File: src/hdl/rfam_consts.vh
// Constants for the regulator fault and alarm monitor
`ifndef RFAM_CONSTS_VH
`define RFAM_CONSTS_VH
`define RFAM_CLK_PERIOD_NS 25
`define RFAM_INT_RELEASE_NS 4000
`define RFAM_UV_QUAL_NS 200000
`define RFAM_I2C_ADDR 7'h70
`define RFAM_ST_THERMAL 5
`define RFAM_ST_UNDERV 4
`define RFAM_ST_OVERV 3
`define RFAM_ST_OVERC 2
`define RFAM_ST_CODE 1
`define RFAM_ST_INT 0
`define RFAM_STATUS_RST 8'h00
`define RFAM_CODE_RST 7'h33
`endif

File: src/hdl/rfam_monitor.v
// Fault latch, alarm flags, interrupt and drive-state logic of the regulator
// Functional notes
// - Thermistor below half bias sets thermal warning
// - Thermistor pullup off in shutdown
// - Sample phase-1 overcurrent before each on-time
// - Unmasked overcurrent drives interrupt active
// - Target above maximum code sets violation flag
// - Effective target clamped to maximum code
// - Open on-time input: tristate, skip low, latch
// - Open on-time fault has no status flag
// - Latch clears only by enable toggle or power
// - Overvoltage over tracking or fixed threshold
// - Skip mode: tracking only once regulating
// - Overvoltage: drives tristate, skip output high
// - Overvoltage ignored while enable low
// - Serial interface keeps working during faults
// - Restart and clear flags once fault gone and enable toggled
// - Qualified undervoltage: shutdown, discharge, latch
// - Undervoltage: drives tristate, skip output low
// - Over-temperature sets latch, tristates drives
// - Thermal restart only after hysteresis cooling
// - Phase-2 sense tied high: single phase
// - Skip high in transitions, floating in shutdown
// - Fixed serial address 70h, fast rates
// - Mask gates interrupt only, not flags
// - D0 set on any unmasked event
// - Interrupt blanked in transitions, 4us release
`include "rfam_consts.vh"
module rfam_monitor #(
  parameter UV_QUAL_CYCLES =
    (`RFAM_UV_QUAL_NS + `RFAM_CLK_PERIOD_NS - 1) / `RFAM_CLK_PERIOD_NS
) (
  input wire i_clock,
  input wire i_rstn,
  input wire i_enable,
  input wire i_thermistor_input_below_half,
  input wire i_phase1_oc_cmp,
  input wire i_ton_open,
  input wire i_ov_track_cmp,
  input wire i_ov_fixed_cmp,
  input wire i_uv_cmp,
  input wire i_tj_hot,
  input wire i_phase2_tied_bias,
  input wire i_phase1_on_start,
  input wire i_transition,
  input wire i_in_regulation,
  input wire i_skip_mode,
  input wire i_target_wr,
  input wire [6:0] i_target_code,
  input wire [7:0] i_max_code,
  input wire [7:0] i_mask,
  input wire i_scl,
  input wire i_sda,
  output wire o_sda,
  output wire o_sda_oe,
  output wire o_int_n,
  output wire o_int_oe,
  output reg [7:0] o_status,
  output reg o_fault_latch,
  output reg [6:0] o_effective_code,
  output wire [1:0] o_phase_drive_oe,
  output wire o_skip_control_out,
  output wire o_skip_control_oe,
  output wire o_thermistor_input_pullup_en,
  output reg o_discharge_en,
  output wire o_single_phase,
  output wire o_run
);
  localparam BLANK_CYCLES = (`RFAM_INT_RELEASE_NS +
    `RFAM_CLK_PERIOD_NS - 1) / `RFAM_CLK_PERIOD_NS;
  localparam NIN = 11;
  // Bus pins start at their idle high level, so no false edge after reset
  localparam [NIN-1:0] SYNC_IDLE = 11'h600;
  localparam [1:0] C_NONE = 2'h0;
  localparam [1:0] C_OV = 2'h1;
  localparam [1:0] C_LOW = 2'h2;
  localparam [1:0] C_THERMISTOR_INPUT = 2'h3;
  localparam [2:0] S_IDLE = 3'h0;
  localparam [2:0] S_ADDR = 3'h1;
  localparam [2:0] S_ACK = 3'h2;
  localparam [2:0] S_SEND = 3'h3;
  localparam [2:0] S_MACK = 3'h4;

  // Two-stage synchronisers; stage one is read only by stage two
  reg [NIN-1:0] sync1;
  reg [NIN-1:0] sync2;
  wire [NIN-1:0] raw_in = {i_sda, i_scl, i_enable, i_phase2_tied_bias,
    i_tj_hot, i_uv_cmp, i_ov_fixed_cmp, i_ov_track_cmp, i_ton_open,
    i_phase1_oc_cmp, i_thermistor_input_below_half};
  always @(posedge i_clock or negedge i_rstn) begin
    if (!i_rstn) begin
      sync1 <= SYNC_IDLE;
      sync2 <= SYNC_IDLE;
    end else begin
      sync1 <= raw_in;
      sync2 <= sync1;
    end
  end
  wire thermistor_input_s = sync2[0];
  wire oc_s = sync2[1];
  wire ton_s = sync2[2];
  wire ovt_s = sync2[3];
  wire ovf_s = sync2[4];
  wire uv_s = sync2[5];
  wire hot_s = sync2[6];
  wire p2tied_s = sync2[7];
  wire en_s = sync2[8];
  wire scl_s = sync2[9];
  wire sda_s = sync2[10];

  reg en_q;
  wire en_fall = en_q & ~en_s;
  // Tracking threshold unless skipping and not yet regulating
  wire ov_hit = en_s &
    ((i_skip_mode & ~i_in_regulation) ? ovf_s : ovt_s);
  reg [13:0] uv_cnt;
  wire uv_fault = uv_s && (uv_cnt >= UV_QUAL_CYCLES - 1);
  reg [1:0] cause;
  reg [6:0] target;
  reg [7:0] blank_cnt;
  reg in_trans_q;
  reg oc_rd_clr;

  function [6:0] rfam_clamp;
    input [6:0] req;
    input [6:0] lim;
    begin
      rfam_clamp = (req > lim) ? lim : req;
    end
  endfunction

  // Fault latch; only enable falling edge or power-on reset clears it
  always @(posedge i_clock or negedge i_rstn) begin
    if (!i_rstn) begin
      en_q <= 1'b0;
      o_fault_latch <= 1'b0;
      cause <= C_NONE;
      o_discharge_en <= 1'b0;
      uv_cnt <= 14'h0000;
    end else begin
      en_q <= en_s;
      if (uv_s && o_run && !uv_fault)
        uv_cnt <= uv_cnt + 14'h0001;
      else if (!uv_s || !o_run)
        uv_cnt <= 14'h0000;
      if (!o_fault_latch && ov_hit) begin
        o_fault_latch <= 1'b1;
        cause <= C_OV;
      end else if (!o_fault_latch && en_s && (ton_s || uv_fault)) begin
        o_fault_latch <= 1'b1;
        cause <= C_LOW;
        o_discharge_en <= uv_fault;
      end else if (!o_fault_latch && hot_s) begin
        o_fault_latch <= 1'b1;
        cause <= C_THERMISTOR_INPUT;
      end else if (en_fall) begin
        o_fault_latch <= 1'b0;
        cause <= C_NONE;
        o_discharge_en <= 1'b0;
      end
    end
  end

  // Restart waits for latch clear, cooling hysteresis and conditions gone
  assign o_run = en_s & ~o_fault_latch & ~hot_s & ~ton_s;
  assign o_single_phase = p2tied_s;
  assign o_phase_drive_oe = {o_run & ~p2tied_s,
    o_run};
  assign o_thermistor_input_pullup_en = o_run;
  // Skip output: forced high on overvoltage, low on open/undervoltage
  assign o_skip_control_oe = (cause == C_OV) | (cause == C_LOW) |
    o_run;
  assign o_skip_control_out = (cause == C_OV) ? 1'b1 :
    (cause == C_LOW) ? 1'b0 :
    (i_transition | ~i_skip_mode);

  // Target register and clamp; bit 7 of the limit is ignored
  always @(posedge i_clock or negedge i_rstn) begin
    if (!i_rstn) begin
      target <= `RFAM_CODE_RST;
      o_effective_code <= `RFAM_CODE_RST;
    end else begin
      if (i_target_wr)
        target <= i_target_code;
      o_effective_code <= rfam_clamp(i_target_wr ? i_target_code : target,
        i_max_code[6:0]);
    end
  end

  // Interrupt blanking through the transition and 4us after it ends
  always @(posedge i_clock or negedge i_rstn) begin
    if (!i_rstn) begin
      blank_cnt <= 8'h00;
      in_trans_q <= 1'b0;
    end else begin
      in_trans_q <= i_transition;
      if (i_transition)
        blank_cnt <= BLANK_CYCLES[7:0];
      else if (blank_cnt != 8'h00)
        blank_cnt <= blank_cnt - 8'h01;
    end
  end
  wire int_blank = i_transition | in_trans_q | (blank_cnt != 8'h00);

  // Status flags; the mask reaches only the summary bit 0, and a set beats a clear
  wire [5:1] live_ev = o_status[5:1] & ~i_mask[5:1];
  always @(posedge i_clock or negedge i_rstn) begin
    if (!i_rstn) begin
      o_status <= `RFAM_STATUS_RST;
    end else begin
      o_status[7:6] <= 2'b00;
      o_status[`RFAM_ST_THERMAL] <= thermistor_input_s;
      if (i_phase1_on_start && oc_s)
        o_status[`RFAM_ST_OVERC] <= 1'b1;
      else if (oc_rd_clr)
        o_status[`RFAM_ST_OVERC] <= 1'b0;
      if (i_target_wr)
        o_status[`RFAM_ST_CODE] <=
          (i_target_code > i_max_code[6:0]);
      if (ov_hit)
        o_status[`RFAM_ST_OVERV] <= 1'b1;
      else if (!o_fault_latch)
        o_status[`RFAM_ST_OVERV] <= 1'b0;
      if (uv_fault)
        o_status[`RFAM_ST_UNDERV] <= 1'b1;
      else if (!o_fault_latch && !uv_s)
        o_status[`RFAM_ST_UNDERV] <= 1'b0;
      o_status[`RFAM_ST_INT] <= |live_ev;
    end
  end
  // Open-drain, active low; ton open shows only through the latch
  assign o_int_n = 1'b0;
  assign o_int_oe = (o_status[`RFAM_ST_INT] |
    o_fault_latch) & ~int_blank;

  // Read-only serial slave returning the status byte.
  // Never gated by the fault latch so software can find the cause.
  // Writes get no acknowledge beyond the address byte.
  reg scl_q;
  reg sda_q;
  reg [2:0] st;
  reg [3:0] bcnt;
  reg [7:0] sh;
  reg sda_drv;
  wire scl_rise = scl_s & ~scl_q;
  wire scl_fall = ~scl_s & scl_q;
  wire start_c = scl_s & scl_q & sda_q & ~sda_s;
  wire stop_c = scl_s & scl_q & ~sda_q & sda_s;
  always @(posedge i_clock or negedge i_rstn) begin
    if (!i_rstn) begin
      scl_q <= 1'b1;
      sda_q <= 1'b1;
      st <= S_IDLE;
      bcnt <= 4'h0;
      sh <= 8'h00;
      sda_drv <= 1'b0;
      oc_rd_clr <= 1'b0;
    end else begin
      scl_q <= scl_s;
      sda_q <= sda_s;
      oc_rd_clr <= 1'b0;
      if (start_c) begin
        st <= S_ADDR;
        bcnt <= 4'h0;
        sda_drv <= 1'b0;
      end else if (stop_c) begin
        st <= S_IDLE;
        sda_drv <= 1'b0;
      end else begin
        case (st)
          S_ADDR: begin
            if (scl_rise) begin
              sh <= {sh[6:0], sda_s};
              bcnt <= bcnt + 4'h1;
            end else if (scl_fall && bcnt == 4'h8) begin
              if (sh[7:1] == `RFAM_I2C_ADDR) begin
                st <= S_ACK;
                sda_drv <= 1'b1;
              end else begin
                st <= S_IDLE;
              end
            end
          end
          S_ACK: begin
            if (scl_fall) begin
              bcnt <= 4'h0;
              if (sh[0]) begin
                st <= S_SEND;
                sh <= {o_status[6:0], 1'b0};
                sda_drv <= ~o_status[7];
              end else begin
                st <= S_IDLE;
                sda_drv <= 1'b0;
              end
            end
          end
          S_SEND: begin
            if (scl_fall) begin
              bcnt <= bcnt + 4'h1;
              if (bcnt == 4'h7) begin
                st <= S_MACK;
                sda_drv <= 1'b0;
                oc_rd_clr <= 1'b1;
              end else begin
                sda_drv <= ~sh[7];
                sh <= {sh[6:0], 1'b0};
              end
            end
          end
          S_MACK: begin
            if (scl_rise) begin
              st <= sda_s ? S_IDLE : S_ACK;
              sh[0] <= 1'b1;
            end
          end
          default: begin
            st <= S_IDLE;
            sda_drv <= 1'b0;
          end
        endcase
      end
    end
  end
  assign o_sda = 1'b0;
  assign o_sda_oe = sda_drv;
endmodule // rfam_monitor

File: config.mk
export PLATFORM = sky130hd
export DESIGN_NAME = rfam_monitor
export DESIGN_NICKNAME = d
export VERILOG_FILES = /design/src/hdl/rfam_monitor.v
export VERILOG_INCLUDE_DIRS = /design/src /design/src/hdl
export SDC_FILE = /design/constraint.sdc
export NUM_CORES = 1
export LEC_CHECK = 0
export ABC_CLOCK_PERIOD_IN_PS = 3610
export BUFFER_PORTS_ARGS = -buffer_cell sky130_fd_sc_hd__buf_2
export CELL_PAD_IN_SITES_DETAIL_PLACEMENT = 2
export CELL_PAD_IN_SITES_GLOBAL_PLACEMENT = 2
export CORE_MARGIN = 5
export CORE_UTILIZATION = 41
export CTS_BUF_LIST = sky130_fd_sc_hd__clkbuf_8
export CTS_CLUSTER_SIZE = 40
export DETAILED_ROUTE_END_ITERATION = 16
export PLACE_DENSITY = 0.95
export SLEW_MARGIN = 20
export SYNTH_ARGS = -nofsm -noshare
export SYNTH_HDL_FRONTEND = slang
export SYNTH_SLANG_ARGS = --single-unit
File: constraint.sdc
create_clock -name i_clock -period 3.61 [get_ports i_clock]
set_input_delay 0.722 -clock i_clock [delete_from_list [all_inputs] [get_ports i_clock]]
set_output_delay 0.722 -clock i_clock [all_outputs]
set_load 0.005 [all_outputs]
==> metrics.cfg <==
[outcome]
outcome = finished, final reports clean

[cts]
cts.path.max_buffers = 2
cts_tree = yes
cts_buffers = 9
path_clk_slew_ns = 0.10
clockRootBuffer = clkbuf_8
cts_max_level = 3
post_cts_resized = 0
post_cts_buffers = 0
clk_latency_ns = 0.39
postCtsHoldBufs = 0
cts_num_sinks = 89

[pwr]
internal_power_mw = 1.71
leakagePower_nw = 2.30
switching_share_pct = 31.4
power_frac_clock_pct = 30.6
p_comb_share_pct = 19.0
p_seq_share_pct = 50.4
p_sw_mw = 0.781
ir_drop_v = 0.000184
p_per_area_mw_per_mm2 = 505

[finish]
layout_common_cells = dfrtp_1, buf_2, nor2_1, inv_1, nand2_1
drive_gt1_share_pct = 24.4
final_common_cell = dfrtp_1
antenna_cells = 0
area_growth_pct = 13.5
layout.nets = 524

[yosys]
synth_top_family_by_area = simple AND/OR/NAND/NOR gates
ys_types = 60
synthAdderAreaFrac_pct = 5.77
synthArstFlopShare_pct = 100
synth_edf_count = 0
ys_ff_latch = 89
synth_simple_gate_area_share_pct = 17.0
yosysSeqAreaShare_pct = 51.7
synthXorXnorAreaFrac_pct = 3.03
synthMuxAreaShare_pct = 5.51
netlist_area_mm2 = 0.00434
syn-instance-count = 405
yosysWarningCount = 0
syn_area_per_cell_um2 = 10.7
synth_compound_area_share_pct = 11.6
synth_ff_type = dfrtp_1

[setup_path]
worst-path-buf-inv = 1
reg2reg_depth = 8
r2r_start = target[1]
r2r-end = o_effective_code[2]
arrival_ns = 3.17
slowest_stage = mux2_2
end_kind = flop
crit_path_max_fanout = 8
regToRegSetupSlack_ns = 1.02
max_stage_delay_ns = 0.40
crit_type = primary input to flop
worstPathCellList = buf_2 > mux2_2 > ha_1 > nor2b_1 > o21ai_0 > a21oi_1 > a211oi_2 > o21bai_2 > mux2_1
start_kind = primary input
crit_family = compound AO/OA/AOI/OAI gates
cp.required_ns = 3.87

[route]
drt_pre_antenna_iters = 4
totalWireLength_um = 13600
vias_per_cell = 5.48
ant_nets = 0
drc = 0
dr_total_vias = 3309
routedWlPerCell_um = 22.5
drtIter0Drc = 102

[timing]
worst_pin_slew_ns = 0.770
fmax_mhz = 344
rsz0062_at_grt = false
fin_ws_ns = 0.703
final-setup-viol-count = 0
fin_worst_skew_ns = 0.0106
fin_crit_sh_pct = 80.5
min_period_ns = 2.91
hold_viol = 0
max_slew_margin_pct = 48.4
tns_ns = 0
drv_slew = 0

[floorplanning]
dieArea_mm2 = 0.0127
die_width_um = 113
die_h_um = 113
rows = 37
start_util_pct = 42.0
io_pins = 69
fp.coreArea_mm2 = 0.0103

[grt]
grt_antenna_before_repair = 0
grt_overflow = 0
grt_usage_pct = 22.5
grt_pass1_wl_um = 22200
first_global_vias = 3936
grt_max_degree = 35

[hold_path]
hold_path_class = primary input to asynchronous set/reset pin

[place]
place_hpwl_um = 9080
io_buffers = 60
gp_routability_congestion = 0.790
pre_cts_ws_ns = 0.400

[run]
cap_violations = 0

[power groups by stage]
stage | combinational [mW] | clock [mW] | sequential (mW)
floorplan | 0.292 | 0 | 1.21
global placement | 0.405 | 0 | 1.25
detailed placement | 0.450 | 0 | 1.26
CTS | 0.484 | 0.775 | 1.25
global route | 0.531 | 0.819 | 1.27
finish | 0.473 | 0.762 | 1.25
[worst register-to-register path: cells and delay by family, from the launching register on]
family	cells	cell delay (ns)
flops	1	0.37
fa+ha+maj	1	0.31
mux	2	0.68
simple gates	1	0.16
compound gates	4	0.96
[worst max-delay path by stage]
| stage | from | end | slack [ns] | depth (start not counted) |
|---|---|---|---|---|
| final | i_target_wr | o_effective_code[2] | 0.70 | 9 |
| after global routing | blank_cnt[0] | o_int_oe | 0.55 | 6 |
| after CTS | i_target_wr | o_effective_code[2] | 0.65 | 9 |
| after detailed placement | i_target_wr | o_effective_code[2] | 0.40 | 9 |
| after global placement | i_target_wr | o_effective_code[2] | 0.60 | 9 |
| after floorplan | i_target_wr | o_effective_code[2] | 0.71 | 8 |
[synthesized netlist by cell type (3+ instances only)]
library cell / number / area share [%]
dfrtp_1: 75 / 43
nor2_1: 41 / 3.5
inv_1: 27 / 2.3
nand2_1: 26 / 2.2
ha_1: 20 / 5.8
a21oi_1: 18 / 2.1
dfstp_2: 14 / 8.5
nand3_1: 14 / 1.6
nor2b_1: 13 / 1.9
o21ai_0: 12 / 1.4
nor3_1: 10 / 1.2
buf_4: 9 / 1.6
a21o_1: 8 / 1.4
mux2_2: 8 / 2.1
xnor2_1: 8 / 1.6
mux2_1: 7 / 1.8
mux2i_1: 7 / 1.6
nand2b_1: 7 / 1.0
xor2_1: 7 / 1.4
o211ai_1: 5 / 0.86
a21oi_2: 4 / 0.81
buf_2: 4 / 0.46
nand4_1: 4 / 0.58
or3_1: 4 / 0.58
a211o_1: 3 / 0.61
a211oi_1: 3 / 0.52
buf_6: 3 / 0.78
nand3b_1: 3 / 0.52
o21ai_1: 3 / 0.35
[sequential cells by signal, indices dropped and copies added, names as in the netlist, 2 cells and up]
| signal | cells |
|---|---|
| uv_cnt | 14 |
| sync1 | 11 |
| sync2 | 11 |
| blank_cnt | 8 |
| sh | 8 |
| o_effective_code | 7 |
| target | 7 |
| o_status | 6 |
| bcnt | 4 |
| st | 3 |
| cause | 2 |
[through the flow]
stage	util (%)	total power, mW	cells	cell area [um^2]	hold WS (ns)
floorplan	-	1.50	408	4350	0.331
global placement	45.6	1.65	588	4710	0.332
detailed placement	45.6	1.71	588	4710	0.338
CTS	47.7	2.51	604	4930	0.292
global route	47.7	2.62	604	4930	0.311
finish	47.7	2.49	604	4930	0.281
[cell type report]
cell class,count,area (um^2)
fillers,1065,5400
repair buffers,62,318
well taps,136,170
flip-flops and latches,89,2240
clock buffers,12,165
inverters,27,101
clock inverters,4,50.0
multi-input cells,274,1880
[routing by layer]
layer	wire, um	global-route usage, %	up-vias
li1	-	-	1496
met1	5390	25.6	1719
met2	7500	41.7	67
met3	384	4.60	27
met4	315	7.45	0
met5	0	0	-
[logic make-up after synthesis]
| kind of cell | count (synthesis) |
|---|---|
| AO/OA/AOI/OAI | 72 |
| XOR/XNOR | 15 |
| adder cells (fa/ha/maj) | 20 |
| buffers and inverters | 45 |
| flip-flops | 89 |
| multiplexers | 22 |
| other | 1 |
| AND/OR/NAND/NOR | 141 |
(Power assumes the default switching activity.)
